File: src/pce_pkg.sv
// Constants for the channel command engine
package pce_pkg;
  localparam int          CH_W          = 8;
  // ROM and control function command codes
  localparam logic [7:0]  CMD_READ_ROM  = 8'h33;
  localparam logic [7:0]  CMD_MATCH_ROM = 8'h55;
  localparam logic [7:0]  CMD_CH_READ   = 8'hF5;
  localparam logic [7:0]  CMD_CH_WRITE  = 8'h5A;
  localparam logic [7:0]  CMD_WR_SEARCH = 8'hCC;
  localparam logic [7:0]  CMD_ACT_RESET = 8'hC3;
  // Register page addresses (high address byte is zero)
  localparam logic [7:0]  ADDR_HI       = 8'h00;
  localparam logic [7:0]  ADDR_OUT_LAT  = 8'h89;
  localparam logic [7:0]  ADDR_ACT_LAT  = 8'h8A;
  localparam logic [7:0]  ADDR_MASK     = 8'h8B;
  localparam logic [7:0]  ADDR_POL      = 8'h8C;
  localparam logic [7:0]  ADDR_CTRL     = 8'h8D;
  // Control/status field positions
  localparam int          CTRL_PLS_BIT  = 0;
  localparam int          CTRL_CT_BIT   = 1;
  localparam int          CTRL_PFS_BIT  = 2;
  localparam int          CTRL_PORL_BIT = 3;
  localparam int          CTRL_VCCP_BIT = 7;
  // Reset values
  localparam logic [7:0]  RST_OUT_LAT   = 8'hFF;
  localparam logic [7:0]  RST_ACT_LAT   = 8'h00;
  localparam logic [7:0]  RST_MASK      = 8'h00;
  localparam logic [7:0]  RST_POL       = 8'h00;
  localparam logic [6:0]  RST_CTRL      = 7'h08;
  // Confirmation pattern, CRC and counts
  localparam logic [7:0]  CONFIRM_BYTE  = 8'hAA;
  localparam logic [15:0] CRC16_POLY    = 16'hA001;
  localparam logic [4:0]  LAST_SAMPLE   = 5'h1F;
  localparam logic [4:0]  LAST_ROM_BYTE = 5'h07;
  localparam logic [2:0]  LAST_BIT      = 3'h7;
  localparam logic [2:0]  STROBE_BITS   = 3'h2;
endpackage : pce_pkg

File: src/pce_engine.sv
// Transaction and command layer of an eight-channel open-drain I/O slave
// Functional notes
// - Channel-access read samples all channels together, first at command MSB.
// - Next sample taken during MSB of previous status byte, 31 times per pass.
// - Inverted CRC16 follows 32 samples; first pass also covers command.
// - Sample taken during CRC MSB; read loop runs until bus reset.
// - Strobe pulses over first two LSBs of each read data byte.
// - Write loop samples at the same point; the read-back byte has no strobe.
// - Output latch changes only through the channel-access write command or a low pin in reset input mode.
// - Write loop: take data, apply, return channel state, until reset or a bad complement.
// - Data bit n drives channel n; one means transistor off.
// - Outputs change only if second byte is the exact complement.
// - Apply at last inverse bit: at sample if one, slot end if zero.
// - Successful update answered with confirmation byte AAh.
// - Strobe pulses over first two LSBs of confirmation byte.
// - Channels sampled during last confirmation bit, then sent.
// - Reset input mode with pin low forces outputs off, latch all ones.
// - Search register write takes address 8Bh..8Dh, writes data at once.
// - Address advances per byte; after 8Dh further bytes ignored.
// - Any pin transition sets that channel's activity latch.
// - Activity reset command clears all latches together.
// - After activity reset, reads return AAh until bus reset.
// - Read-ROM sends the eight ROM_ID bytes, least significant byte first.
// - Match-ROM mismatch leaves device silent until next reset.
// - Control bit 2 selects reset input (0) or strobe output (1).
`timescale 1ns/1ns
module pce_engine #(
  // Identity code, value arbitrary
  parameter logic [63:0] ROM_ID = 64'h5A00_0000_0000_0001
) (
  input  wire logic                      core_clk_i,
  input  wire logic                      reset_n_i,
  input  wire logic                      bus_reset_i,
  input  wire logic                      slot_wr_i,
  input  wire logic                      slot_bit_i,
  input  wire logic                      slot_rd_i,
  input  wire logic                      slot_end_i,
  output logic                           tx_bit_o,
  input  wire logic [pce_pkg::CH_W-1:0]  io_channel_i,
  output logic      [pce_pkg::CH_W-1:0]  io_channel_o,
  output logic      [pce_pkg::CH_W-1:0]  io_channel_oe_o,
  input  wire logic                      multipurpose_reset_pin_i,
  output logic                           multipurpose_reset_pin_o,
  output logic                           multipurpose_reset_pin_oe_o,
  input  wire logic                      vcc_powered_i,
  output logic      [7:0]                output_latch_state_o,
  output logic      [7:0]                activity_latch_state_o,
  output logic      [7:0]                search_channel_mask_o,
  output logic      [7:0]                search_polarity_select_o,
  output logic      [7:0]                control_and_status_o
);
  import pce_pkg::*;

  typedef enum logic [3:0] {
    ST_ROM_CMD, ST_READ_ROM, ST_MATCH_ROM, ST_FUNC_CMD, ST_CH_READ,
    ST_WR_DATA, ST_WR_INV, ST_WR_CONF, ST_WR_SAMPLE, ST_SRCH_ADDR,
    ST_SRCH_DATA, ST_ACT_AA, ST_IDLE
  } pce_state_e;

  function automatic logic [15:0] crc_step(input logic [15:0] c,
                                           input logic        b);
    logic fb;
    fb = c[0] ^ b;
    crc_step = {1'b0, c[15:1]} ^ (fb ? CRC16_POLY : 16'h0000);
  endfunction

  pce_state_e  state_r,  state_nxt;
  logic [2:0]  bit_cnt_r, bit_cnt_nxt;
  logic [4:0]  byte_cnt_r, byte_cnt_nxt;
  logic [7:0]  rx_sh_r,  rx_sh_nxt;
  logic [7:0]  tx_sh_r,  tx_sh_nxt;
  logic [15:0] crc_r,    crc_nxt;
  logic [1:0]  phase_r,  phase_nxt;
  logic        miss_r,   miss_nxt;
  logic [7:0]  data_r,   data_nxt;
  logic        pend_r,   pend_nxt;
  logic        data_valid_pulse_r,   data_valid_pulse_nxt;
  logic        strobe_r, strobe_nxt;
  logic [7:0]  latch_r,  latch_nxt;
  logic [7:0]  act_r,    act_nxt;
  logic [7:0]  pin_q_r,  pin_q_nxt;
  logic [7:0]  mask_r,   mask_nxt;
  logic [7:0]  pol_r,    pol_nxt;
  logic [7:0]  ctrl_r,   ctrl_nxt;
  logic [7:0]  waddr_r,  waddr_nxt;
  logic        wdone_r,  wdone_nxt;
  logic [7:0]  rx_byte;
  logic [15:0] crc_upd;
  logic        last_bit;
  logic        act_clr;
  logic        data_valid_pulse_mode;
  logic        forced_off;

  assign data_valid_pulse_mode  = ctrl_r[CTRL_PFS_BIT];
  assign forced_off = !data_valid_pulse_mode && !multipurpose_reset_pin_i;

  always_comb begin
    state_nxt    = state_r;
    bit_cnt_nxt  = bit_cnt_r;
    byte_cnt_nxt = byte_cnt_r;
    rx_sh_nxt    = rx_sh_r;
    tx_sh_nxt    = tx_sh_r;
    crc_nxt      = crc_r;
    phase_nxt    = phase_r;
    miss_nxt     = miss_r;
    data_nxt     = data_r;
    pend_nxt     = pend_r;
    data_valid_pulse_nxt     = data_valid_pulse_r;
    latch_nxt    = latch_r;
    mask_nxt     = mask_r;
    pol_nxt      = pol_r;
    ctrl_nxt     = {vcc_powered_i, ctrl_r[6:0]};
    waddr_nxt    = waddr_r;
    wdone_nxt    = wdone_r;
    act_clr      = 1'b0;
    rx_byte      = {slot_bit_i, rx_sh_r[7:1]};
    last_bit     = (bit_cnt_r == LAST_BIT);
    crc_upd      = crc_step(crc_r, slot_wr_i ? slot_bit_i : tx_sh_r[0]);
    if (slot_wr_i) begin
      rx_sh_nxt = rx_byte;
    end
    if (slot_rd_i) begin
      tx_sh_nxt = {1'b1, tx_sh_r[7:1]};
    end
    if (slot_wr_i || slot_rd_i) begin
      bit_cnt_nxt = bit_cnt_r + 3'h1;
    end
    // A zero last bit holds the change until the line is back high
    if (slot_end_i && pend_r) begin
      latch_nxt = data_r;
      pend_nxt  = 1'b0;
    end
    case (state_r)
      ST_ROM_CMD: begin
        if (slot_wr_i && last_bit) begin
          byte_cnt_nxt = 5'h00;
          miss_nxt     = 1'b0;
          case (rx_byte)
            CMD_READ_ROM: begin
              state_nxt = ST_READ_ROM;
              tx_sh_nxt = ROM_ID[7:0];
            end
            CMD_MATCH_ROM: state_nxt = ST_MATCH_ROM;
            default:       state_nxt = ST_IDLE;
          endcase
        end
      end
      ST_READ_ROM: begin
        if (slot_rd_i && last_bit) begin
          if (byte_cnt_r == LAST_ROM_BYTE) begin
            state_nxt = ST_IDLE;
          end else begin
            byte_cnt_nxt = byte_cnt_r + 5'h01;
            tx_sh_nxt    = ROM_ID[{byte_cnt_nxt[2:0], 3'h0} +: 8];
          end
        end
      end
      ST_MATCH_ROM: begin
        if (slot_wr_i) begin
          miss_nxt = miss_r |
            (slot_bit_i != ROM_ID[{byte_cnt_r[2:0], bit_cnt_r}]);
          if (last_bit) begin
            byte_cnt_nxt = byte_cnt_r + 5'h01;
            if (byte_cnt_r == LAST_ROM_BYTE) begin
              state_nxt = miss_nxt ? ST_IDLE : ST_FUNC_CMD;
              crc_nxt   = 16'h0000;
            end
          end
        end
      end
      ST_FUNC_CMD: begin
        if (slot_wr_i) begin
          crc_nxt = crc_upd;
          if (last_bit) begin
            byte_cnt_nxt = 5'h00;
            case (rx_byte)
              CMD_CH_READ: begin
                state_nxt = ST_CH_READ;
                tx_sh_nxt = io_channel_i;
                data_valid_pulse_nxt  = 1'b1;
                phase_nxt = 2'd0;
              end
              CMD_CH_WRITE:  state_nxt = ST_WR_DATA;
              CMD_WR_SEARCH: state_nxt = ST_SRCH_ADDR;
              CMD_ACT_RESET: begin
                act_clr   = 1'b1;
                state_nxt = ST_ACT_AA;
                tx_sh_nxt = CONFIRM_BYTE;
              end
              default: state_nxt = ST_IDLE;
            endcase
          end
        end
      end
      ST_CH_READ: begin
        if (slot_rd_i) begin
          if (phase_r == 2'd0) begin
            crc_nxt = crc_upd;
          end
          if (last_bit) begin
            data_valid_pulse_nxt = 1'b0;
            case (phase_r)
              2'd0: begin
                if (byte_cnt_r == LAST_SAMPLE) begin
                  tx_sh_nxt = ~crc_upd[7:0];
                  phase_nxt = 2'd1;
                end else begin
                  tx_sh_nxt    = io_channel_i;
                  byte_cnt_nxt = byte_cnt_r + 5'h01;
                  data_valid_pulse_nxt     = 1'b1;
                end
              end
              2'd1: begin
                tx_sh_nxt = ~crc_r[15:8];
                phase_nxt = 2'd2;
              end
              default: begin
                tx_sh_nxt    = io_channel_i;
                crc_nxt      = 16'h0000;
                byte_cnt_nxt = 5'h00;
                phase_nxt    = 2'd0;
                data_valid_pulse_nxt     = 1'b1;
              end
            endcase
          end
        end
      end
      ST_WR_DATA: begin
        if (slot_wr_i && last_bit) begin
          data_nxt  = rx_byte;
          state_nxt = ST_WR_INV;
        end
      end
      ST_WR_INV: begin
        if (slot_wr_i && last_bit) begin
          if (rx_byte == ~data_r) begin
            if (slot_bit_i) begin
              latch_nxt = data_r;
            end else begin
              pend_nxt = 1'b1;
            end
            tx_sh_nxt = CONFIRM_BYTE;
            data_valid_pulse_nxt  = 1'b1;
            state_nxt = ST_WR_CONF;
          end else begin
            state_nxt = ST_IDLE;
          end
        end
      end
      ST_WR_CONF: begin
        if (slot_rd_i && last_bit) begin
          tx_sh_nxt = io_channel_i;
          data_valid_pulse_nxt  = 1'b0;
          state_nxt = ST_WR_SAMPLE;
        end
      end
      ST_WR_SAMPLE: begin
        if (slot_rd_i && last_bit) begin
          state_nxt = ST_WR_DATA;
        end
      end
      ST_SRCH_ADDR: begin
        if (slot_wr_i && last_bit) begin
          if (byte_cnt_r == 5'h00) begin
            waddr_nxt    = rx_byte;
            byte_cnt_nxt = 5'h01;
          end else begin
            state_nxt = ST_SRCH_DATA;
            wdone_nxt = !(rx_byte == ADDR_HI && waddr_r >= ADDR_MASK &&
                          waddr_r <= ADDR_CTRL);
          end
        end
      end
      ST_SRCH_DATA: begin
        if (slot_wr_i && last_bit && !wdone_r) begin
          case (waddr_r)
            ADDR_MASK: mask_nxt = rx_byte;
            ADDR_POL:  pol_nxt  = rx_byte;
            default: begin
              ctrl_nxt = {vcc_powered_i, 3'b000,
                          ctrl_r[CTRL_PORL_BIT] & rx_byte[CTRL_PORL_BIT],
                          rx_byte[CTRL_PFS_BIT:CTRL_PLS_BIT]};
            end
          endcase
          if (waddr_r == ADDR_CTRL) begin
            wdone_nxt = 1'b1;
          end else begin
            waddr_nxt = waddr_r + 8'h01;
          end
        end
      end
      ST_ACT_AA: begin
        if (slot_rd_i && last_bit) begin
          tx_sh_nxt = CONFIRM_BYTE;
        end
      end
      ST_IDLE: begin
        tx_sh_nxt = 8'hFF;
      end
      default: state_nxt = ST_IDLE;
    endcase
    if (bus_reset_i) begin
      state_nxt   = ST_ROM_CMD;
      bit_cnt_nxt = 3'h0;
      tx_sh_nxt   = 8'hFF;
      pend_nxt    = 1'b0;
      data_valid_pulse_nxt    = 1'b0;
    end
    if (forced_off) begin
      latch_nxt = RST_OUT_LAT;
    end
    // A set in the same cycle as the clear survives
    act_nxt    = (act_clr ? RST_ACT_LAT : act_r) |
                 (io_channel_i ^ pin_q_r);
    pin_q_nxt  = io_channel_i;
    strobe_nxt = data_valid_pulse_mode && data_valid_pulse_nxt &&
                 (bit_cnt_nxt < STROBE_BITS);
  end

  always_ff @(posedge core_clk_i) begin
    if (!reset_n_i) begin
      state_r    <= ST_IDLE;
      bit_cnt_r  <= 3'h0;
      byte_cnt_r <= 5'h00;
      rx_sh_r    <= 8'h00;
      tx_sh_r    <= 8'hFF;
      crc_r      <= 16'h0000;
      phase_r    <= 2'd0;
      miss_r     <= 1'b0;
      data_r     <= RST_OUT_LAT;
      pend_r     <= 1'b0;
      data_valid_pulse_r     <= 1'b0;
      strobe_r   <= 1'b0;
      latch_r    <= RST_OUT_LAT;
      act_r      <= RST_ACT_LAT;
      pin_q_r    <= 8'hFF;
      mask_r     <= RST_MASK;
      pol_r      <= RST_POL;
      ctrl_r     <= {1'b0, RST_CTRL};
      waddr_r    <= 8'h00;
      wdone_r    <= 1'b1;
    end else begin
      state_r    <= state_nxt;
      bit_cnt_r  <= bit_cnt_nxt;
      byte_cnt_r <= byte_cnt_nxt;
      rx_sh_r    <= rx_sh_nxt;
      tx_sh_r    <= tx_sh_nxt;
      crc_r      <= crc_nxt;
      phase_r    <= phase_nxt;
      miss_r     <= miss_nxt;
      data_r     <= data_nxt;
      pend_r     <= pend_nxt;
      data_valid_pulse_r     <= data_valid_pulse_nxt;
      strobe_r   <= strobe_nxt;
      latch_r    <= latch_nxt;
      act_r      <= act_nxt;
      pin_q_r    <= pin_q_nxt;
      mask_r     <= mask_nxt;
      pol_r      <= pol_nxt;
      ctrl_r     <= ctrl_nxt;
      waddr_r    <= waddr_nxt;
      wdone_r    <= wdone_nxt;
    end
  end

  // Open drain: a latch bit of zero turns the pulldown on
  assign tx_bit_o                    = tx_sh_r[0];
  assign io_channel_o                = '0;
  assign io_channel_oe_o             = ~latch_r;
  assign multipurpose_reset_pin_o    = 1'b0;
  assign multipurpose_reset_pin_oe_o = strobe_r;
  assign output_latch_state_o        = latch_r;
  assign activity_latch_state_o      = act_r;
  assign search_channel_mask_o       = mask_r;
  assign search_polarity_select_o    = pol_r;
  assign control_and_status_o        = ctrl_r;

  AST_IDLE_SILENT: assert property (@(posedge core_clk_i)
    disable iff (!reset_n_i)
    (state_r == ST_IDLE) && $past(state_r == ST_IDLE) |-> tx_bit_o)
    else $error("Idle device drove a zero");
  AST_LATCH_SOURCE: assert property (@(posedge core_clk_i)
    disable iff (!reset_n_i)
    $changed(latch_r) |-> $past(forced_off) || $past(pend_r) ||
      $past(state_r == ST_WR_INV))
    else $error("Output latch changed outside channel write");
  AST_BAD_COMPLEMENT: assert property (@(posedge core_clk_i)
    disable iff (!reset_n_i)
    (state_r == ST_WR_INV) && slot_wr_i && last_bit &&
      (rx_byte != ~data_r) && !forced_off && !pend_r && !bus_reset_i
    |=> (state_r == ST_IDLE) && $stable(latch_r))
    else $error("Bad complement changed outputs");
  AST_APPLY_CONFIRM: assert property (@(posedge core_clk_i)
    disable iff (!reset_n_i)
    (state_r == ST_WR_INV) && slot_wr_i && last_bit && slot_bit_i &&
      (rx_byte == ~data_r) && !forced_off && !bus_reset_i
    |=> (latch_r == $past(data_r)) && (tx_sh_r == CONFIRM_BYTE))
    else $error("Update or confirmation missing");
  AST_STROBE_MODE: assert property (@(posedge core_clk_i)
    disable iff (!reset_n_i)
    multipurpose_reset_pin_oe_o |-> $past(data_valid_pulse_mode) && (bit_cnt_r < 3'h2))
    else $error("Strobe outside strobe mode or window");
  AST_ACT_CLEAR: assert property (@(posedge core_clk_i)
    disable iff (!reset_n_i)
    act_clr && (io_channel_i == pin_q_r) |=> (act_r == 8'h00))
    else $error("Activity latches not cleared");
  AST_ACT_SET: assert property (@(posedge core_clk_i)
    disable iff (!reset_n_i)
    (io_channel_i != pin_q_r) |=>
      ((act_r & $past(io_channel_i ^ pin_q_r)) ==
        $past(io_channel_i ^ pin_q_r)))
    else $error("Pin transition did not set activity latch");
  AST_FORCED_OFF: assert property (@(posedge core_clk_i)
    disable iff (!reset_n_i)
    forced_off |=> (latch_r == 8'hFF) && (io_channel_oe_o == 8'h00))
    else $error("Reset input did not force outputs off");
  AST_SEARCH_STOP: assert property (@(posedge core_clk_i)
    disable iff (!reset_n_i)
    (state_r == ST_SRCH_DATA) && wdone_r
    |=> $stable(mask_r) && $stable(pol_r) && $stable(ctrl_r[6:0]))
    else $error("Search register written after last address");
  AST_CRC_AFTER_32: assert property (@(posedge core_clk_i)
    disable iff (!reset_n_i)
    (state_r == ST_CH_READ) && slot_rd_i && last_bit && !bus_reset_i &&
      (phase_r == 2'd0) && (byte_cnt_r == 5'h1F)
    |=> (phase_r == 2'd1) && (tx_sh_r == ~$past(crc_upd[7:0])))
    else $error("CRC not sent after 32 samples");
endmodule // pce_engine

File: config.mk
export PLATFORM = sky130hd
export DESIGN_NAME = pce_engine
export DESIGN_NICKNAME = d
export VERILOG_FILES = /design/src/pce_pkg.sv /design/src/pce_engine.sv
export SDC_FILE = /design/constraint.sdc
export NUM_CORES = 1
export LEC_CHECK = 0
export ABC_AREA = 1
export BUFFER_PORTS_ARGS = -buffer_cell sky130_fd_sc_hd__clkbuf_2
export CELL_PAD_IN_SITES_DETAIL_PLACEMENT = 2
export CELL_PAD_IN_SITES_GLOBAL_PLACEMENT = 2
export CORE_ASPECT_RATIO = 1.1
export CORE_UTILIZATION = 32
export DETAILED_ROUTE_END_ITERATION = 7
export GPL_TIMING_DRIVEN = 1
export PLACE_DENSITY_LB_ADDON = 0.1
export SLEW_MARGIN = 30
export SYNTH_ARGS = -nofsm -noshare
export SYNTH_HDL_FRONTEND = slang
export SYNTH_SLANG_ARGS = --single-unit
File: constraint.sdc
create_clock -name core_clk_i -period 2.52 [get_ports core_clk_i]
set_input_delay 0.504 -clock core_clk_i [delete_from_list [all_inputs] [get_ports core_clk_i]]
set_output_delay 0.504 -clock core_clk_i [all_outputs]
set_load 0.005 [all_outputs]
Word level (Yosys, flattened, before mapping) --
Memory sizes are Yosys's and may differ from the RTL's. Index checks and enable logic that the tools add are counted.
Word-level totals: register bits after elaboration 112, memory bits (read-only) 64, bits of input ports 17, output and inout port bits 59, logic and storage cells 264, memories kept 1
Cells by class: add/subtract/negate cells 3, magnitude comparators 4, equal/unequal tests 67, shift-type cells 1, muxes and demuxes 113, bitwise operators 13, reductions and logical operators 40
Memory list:
- (no name shown) | depth 64, bits a word 1, read ports 1, clocked after Yosys merged registers in 0, wr ports 0, line pce_engine.sv:161 | (slot_bit_i != ROM_ID[{byte_cnt_r[2:0], bit_cnt_r}]);
Operators by type and width (count):
- $mux 8 | 24
- $mux 16 | 9
- $mux 4 | 17
- $pmux 8 s8 | 1
- $shiftx 64x7->8 const A | 1
- $mux 5 | 12
- $eq 8x8->1 const B | 6
- $ne 3x3->1 const B | 16
- $pmux 16 s3 | 1
- $pmux 8 s2 | 3
- $ne 2x2->1 const B | 23
- $pmux 4 s10 | 1
- $not 8->8 | 4
- $pmux 5 s6 | 1
- $reduce_and 15->1 | 2
- $mux 1 | 27
- $eq 4x4->1 const B | 5
- $eq 4x3->1 const B | 4
- $eq 8x7->1 const B | 2
- $pmux 4 s4 | 1
- $xor 15x16->16 | 1
- $reduce_and 14->1 | 1
- $mux 2 | 6
- $reduce_and 3->1 | 4
- other kinds (45) | 69

Logic depth before layout (Yosys ltp) --
depth in word-level cells 10, mapped depth 13, depth with buffers taken out 13

Worst setup path after synthesis --
Ideal clock, no wire load.
kind register to register, start register bit_cnt_r[0], end register tx_sh_r[3], library setup time 124 ps, data arrival time 1804 ps, data required time 2396 ps, setup slack 592 ps, cell stages (with the launch flop) 13, path buffers 0, period minus slack after synthesis 1928 ps, cell sequence dfxtp_1 > ha_1 > ha_1 > nand2_1 > clkinv_1 > nand3_1 > nand2_1 > inv_2 > nand2_1 > nand2_1 > nand2_1 > nor2_1 > nand3_1
Between the ends: cells in the longest elaborated chain, start to end 4, elaborated cells on any way between the ends 13, those cells by class 1 x eq/ne; 10 x mux; 2 x reduce/logical
Ends and longest elaborated chain:
- start, declared | line pce_engine.sv:68 | logic [2:0] bit_cnt_r, bit_cnt_nxt;
- start signal, assigned | line pce_engine.sv:344 | bit_cnt_r <= bit_cnt_nxt;
- $eq 3x3->1 (*) | line pce_engine.sv:117 | last_bit = (bit_cnt_r == LAST_BIT);
- $mux 8 (tied with other cells) | line pce_engine.sv:200 | if (last_bit) begin
- $mux 8 (tied with other cells) | line pce_engine.sv:196 | if (slot_rd_i) begin
- $pmux 8 s8 (*) | line pce_engine.sv:133 | case (state_r)
- end signal, assigned | line pce_engine.sv:347 | tx_sh_r <= tx_sh_nxt;
- end, declared | line pce_engine.sv:71 | logic [7:0] tx_sh_r, tx_sh_nxt;
Mark *: on every way between the ends. The rest lies on a longest branch, timed or not. A chain may end at the register's enable or synchronous reset.

Worst setup path after layout --
start register bit_cnt_r[0], end register strobe_r (netlist: multipurpose_reset_pin_oe_o)
Between the ends: cells in the longest elaborated chain, start to end 7, elaborated cells on any way between the ends 17, those cells by class 1 x add/sub; 1 x order compare; 1 x eq/ne; 10 x mux; 4 x reduce/logical
Ends and longest elaborated chain:
- branches (longest 6 deep; another with $add 3x1->3)
- $logic_and 1x1->1 (*) | line pce_engine.sv:316 | strobe_nxt = data_valid_pulse_mode && data_valid_pulse_nxt &&
- end signal, assigned | line pce_engine.sv:354 | strobe_r <= strobe_nxt;
- end, declared | line pce_engine.sv:78 | logic strobe_r, strobe_nxt;
Every way passes the cells marked *.

==> key figures <==
Detailed routing
  – First-pass detailed-route iteration total: 4
  – DR vias: 7323
  – Iter 0 DRT Violations: 229
  – ANT nets after route: 0
  – Vias per cell: between 5 and 6
  – Total Routed Length: 26.6 mm
  – Routed wire per std cell: 18.9 um
  – Post-route DRC: 0

Placed design
  – Hpwl dp: roughly 21 mm
  – Port Buffers: 63
  – RePlAce Congestion: 0.850
  – Post-DP Area: 7410 um2
  – DP Cell Count: 1389

Logic synthesis
  – Post-synth EDFFs: 0
  – Post-synth top area cell: dfxtp_1
  – Netlist Area Pre-Place: 6690 um2
  – Mapped Cells: 1069
  – Compound-gate portion of the synthesized area: 19.1%
  – Yosys top cell area share: between 30% and 40%
  – Distinct cells, synth: 38
  – Async SR Flop Fraction: 0%
  – Syn. warnings: 0
  – Synth Flop Type: dfxtp_1
  – Post-Synth Simple-Gate Area: 32.8%
  – Ranking of synthesized cells by area: dfxtp_1 33%, nand2_1 15%, a21oi_1 7.6%, nor2_1 6.8%, nand3_1 6.3%
  – Seq/Total Area, Yosys: 33.2%
  – Mean Syn Cell Area: 6.26 um2
  – Synth Area in XOR/XNOR: 1.44%
  – Largest family of logic cells by synthesized area: simple AND/OR/NAND/NOR gates
  – Synthesized flop and latch total: around 110
  – Synth Area in Adders: 2.43%
  – Mux contribution to synthesized area: 0%

Critical path
  – Startpoint types: flop
  – WP data required: 2820 ps
  – Worst path bufs/invs: 2
  – Crit. End Element: flop
  – Worst path cell trace: ha_1, ha_1, nand2_1, clkinvlp_4, nand3_2, nor2_1, inv_1, nand2_1, nor2_1, nand2_1, nand2_1, nor2_1
  – Critical Path Max Stage Delay: 400 ps
  – Slowest CP cell: dfxtp_1
  – Arrival @ worst endpoint: 2640 ps
  – Critical path class: flop to flop
  – Worst Path Max Fanout: 9
  – Delay-heaviest family, CP: simple AND/OR/NAND/NOR gates
  – Cell mode on critical path: nand2_1

STA
  – Fin crit period: between 2000 and 2500 ps
  – Final Hold Viols: 0
  – Crit share post-route: 92.8%
  – Slew HR: 52.4%
  – Tightest Pin Transition: around 710 ps
  – Fmax: between 400 and 500 MHz
  – Slew Viols, Final: 0
  – Final setup viols: 0
  – RSZ-0062 raised after global routing: false
  – Layout Skew: 14.7 ps
  – Setup TNS: 0 ps

Finish
  – Layout cells sized above 1: between 10 and 15%
  – Post-Layout Cell Count: 1405
  – Commonest non-fill, non-tap cell in the layout: nand2_1
  – Area Overhead vs Synth: 15.4%
  – Diode count: 0
  – Nets: 1174
  – Final core utilization: 37.7%
  – Most frequent cells in the layout: 263 x nand2_1, 122 x nor2_1, 111 x dfxtp_1
  – Final instance area: between 7000 and 8000 um2

Global routing
  – Gr usage total: between 20 and 30%
  – GRT overflow: 0
  – First-pass GRT wire length: 42.7 mm
  – Largest net degree at the start of global routing: between 40 and 50
  – Vias in the first global route: 7785
  – Initial antenna violation count: 0

Floorplan
  – # rows: between 50 and 60
  – Die area: roughly 21000 um2
  – Initial core utilization: 32.6%
  – Die extent in y: 154 um
  – Die width: approximately 140 um
  – Io pins: 76
  – Core Area: 20500 um2

CTS
  – CTS resizes: 0
  – Root Driver: clkbuf_16
  – Clock sink total: about 110
  – Cts bufs inserted: 9
  – Postcts setup bufs: 0
  – H-Tree Depth: 3
  – Clock Latency Late Sink: between 300 and 400 ps
  – Hold buffers post-CTS: 0
  – Clk buf depth: 2
  – Clock transition at path regs: 90 ps
  – CTS tree: yes

Hold path
  – HP Class: primary input to flop

Status
  – Outcome: completed

Power and ir drop
  – Maximum vdd drop: 0.397 mV
  – Leak: between 3 and 4 nW
  – Power Density: 715 nW/um2

Job
  – Total of max-cap violations: 0
per-stage QoR:
| step | hold WS, ps | setup slack (ps) | power [mW] |
|---|---|---|---|
| 6_report | 346 | 180 | 5.52 |
| 4_1_cts | 342 | 25.7 | 5.58 |
| 3_5_place_dp | 446 | 89.8 | 4.08 |
| 2_1_floorplan | 440 | 592 | 3.41 |
| 3_3_place_gp | 440 | 128 | 4.03 |
| 5_1_grt | 354 | 9.82 | 5.88 |
cell type report:
| class | count | area, um2 |
|---|---|---|
| Timing Repair Buffer | 103 | 616 |
| Clock inverter | 6 | 61.3 |
| Sequential cell | 111 | 2220 |
| Tap cell | 256 | 320 |
| Inverter | 127 | 480 |
| Clock buffer | 10 | 229 |
| Fill cell | 2606 | 12800 |
| Multi-Input combinational cell | 792 | 3790 |
path summary, 6_finish.rpt:
check                                                           from                                      to  slack (ps)  cells past startpoint
worst max-delay path                       bit_cnt_r[0]$_SDFFE_PP0N_  multipurpose_reset_pin_oe_o$_SDFF_PN0_         180                     12
worst min-delay path                                   vcc_powered_i      control_and_status_o[7]$_SDFF_PN0_         350                      3
worst max register to register             bit_cnt_r[0]$_SDFFE_PP0N_  multipurpose_reset_pin_oe_o$_SDFF_PN0_         180                     12
worst min register to register  control_and_status_o[1]$_SDFFE_PN0P_    control_and_status_o[1]$_SDFFE_PN0P_         450                      2
tightest hold or removal path: stages:
cell	delay, ps
clkbuf_2	90
nand2_1	50
inv_1	50
per-layer routing:
| layer | vias up | GRT usage (%) | wire length, um |
|---|---|---|---|
| li1 | 3613 | - | - |
| met1 | 3571 | 30.5 | 11700 |
| met2 | 104 | 46.3 | 13300 |
| met3 | 35 | 3.08 | 750 |
| met4 | 0 | 9.89 | 792 |
| met5 | - | 0 | 0 |
logic make-up after synthesis:
family / after synthesis
XOR/XNOR: 11
other: 1
buffers and inverters: 177
flip-flops: 111
adder cells (fa/ha/maj): 13
AND/OR/NAND/NOR: 519
AO/OA/AOI/OAI: 237
registers in the layout, summed over array words and instances (netlist names):
register,cells
activity_latch_state_o,8
bit_cnt_r,3
byte_cnt_r,5
control_and_status_o,5
crc_r,16
data_r,8
data_valid_pulse_r,1
miss_r,1
multipurpose_reset_pin_oe_o,1
output_latch_state_o,8
pend_r,1
phase_r,2
pin_q_r,8
rx_sh_r,7
search_channel_mask_o,8
search_polarity_select_o,8
state_r,4
tx_sh_r,8
waddr_r,8
wdone_r,1
cell usage after synthesis (16+ instances only):
cell / number
nand2_1: 264
nor2_1: 122
dfxtp_1: 111
inv_1: 111
a21oi_1: 102
nand3_1: 84
o21ai_0: 76
o211ai_1: 22
o21ai_1: 20
clkbuf_1: 19
buf_2: 16
power breakdown:
group	internal, mW	switching [mW]	total [mW]
Clock	0.699	0.776	1.48
Combinational	0.636	1.36	1.99
Sequential	1.90	0.155	2.05
Power figures use the tool's default switching activity.
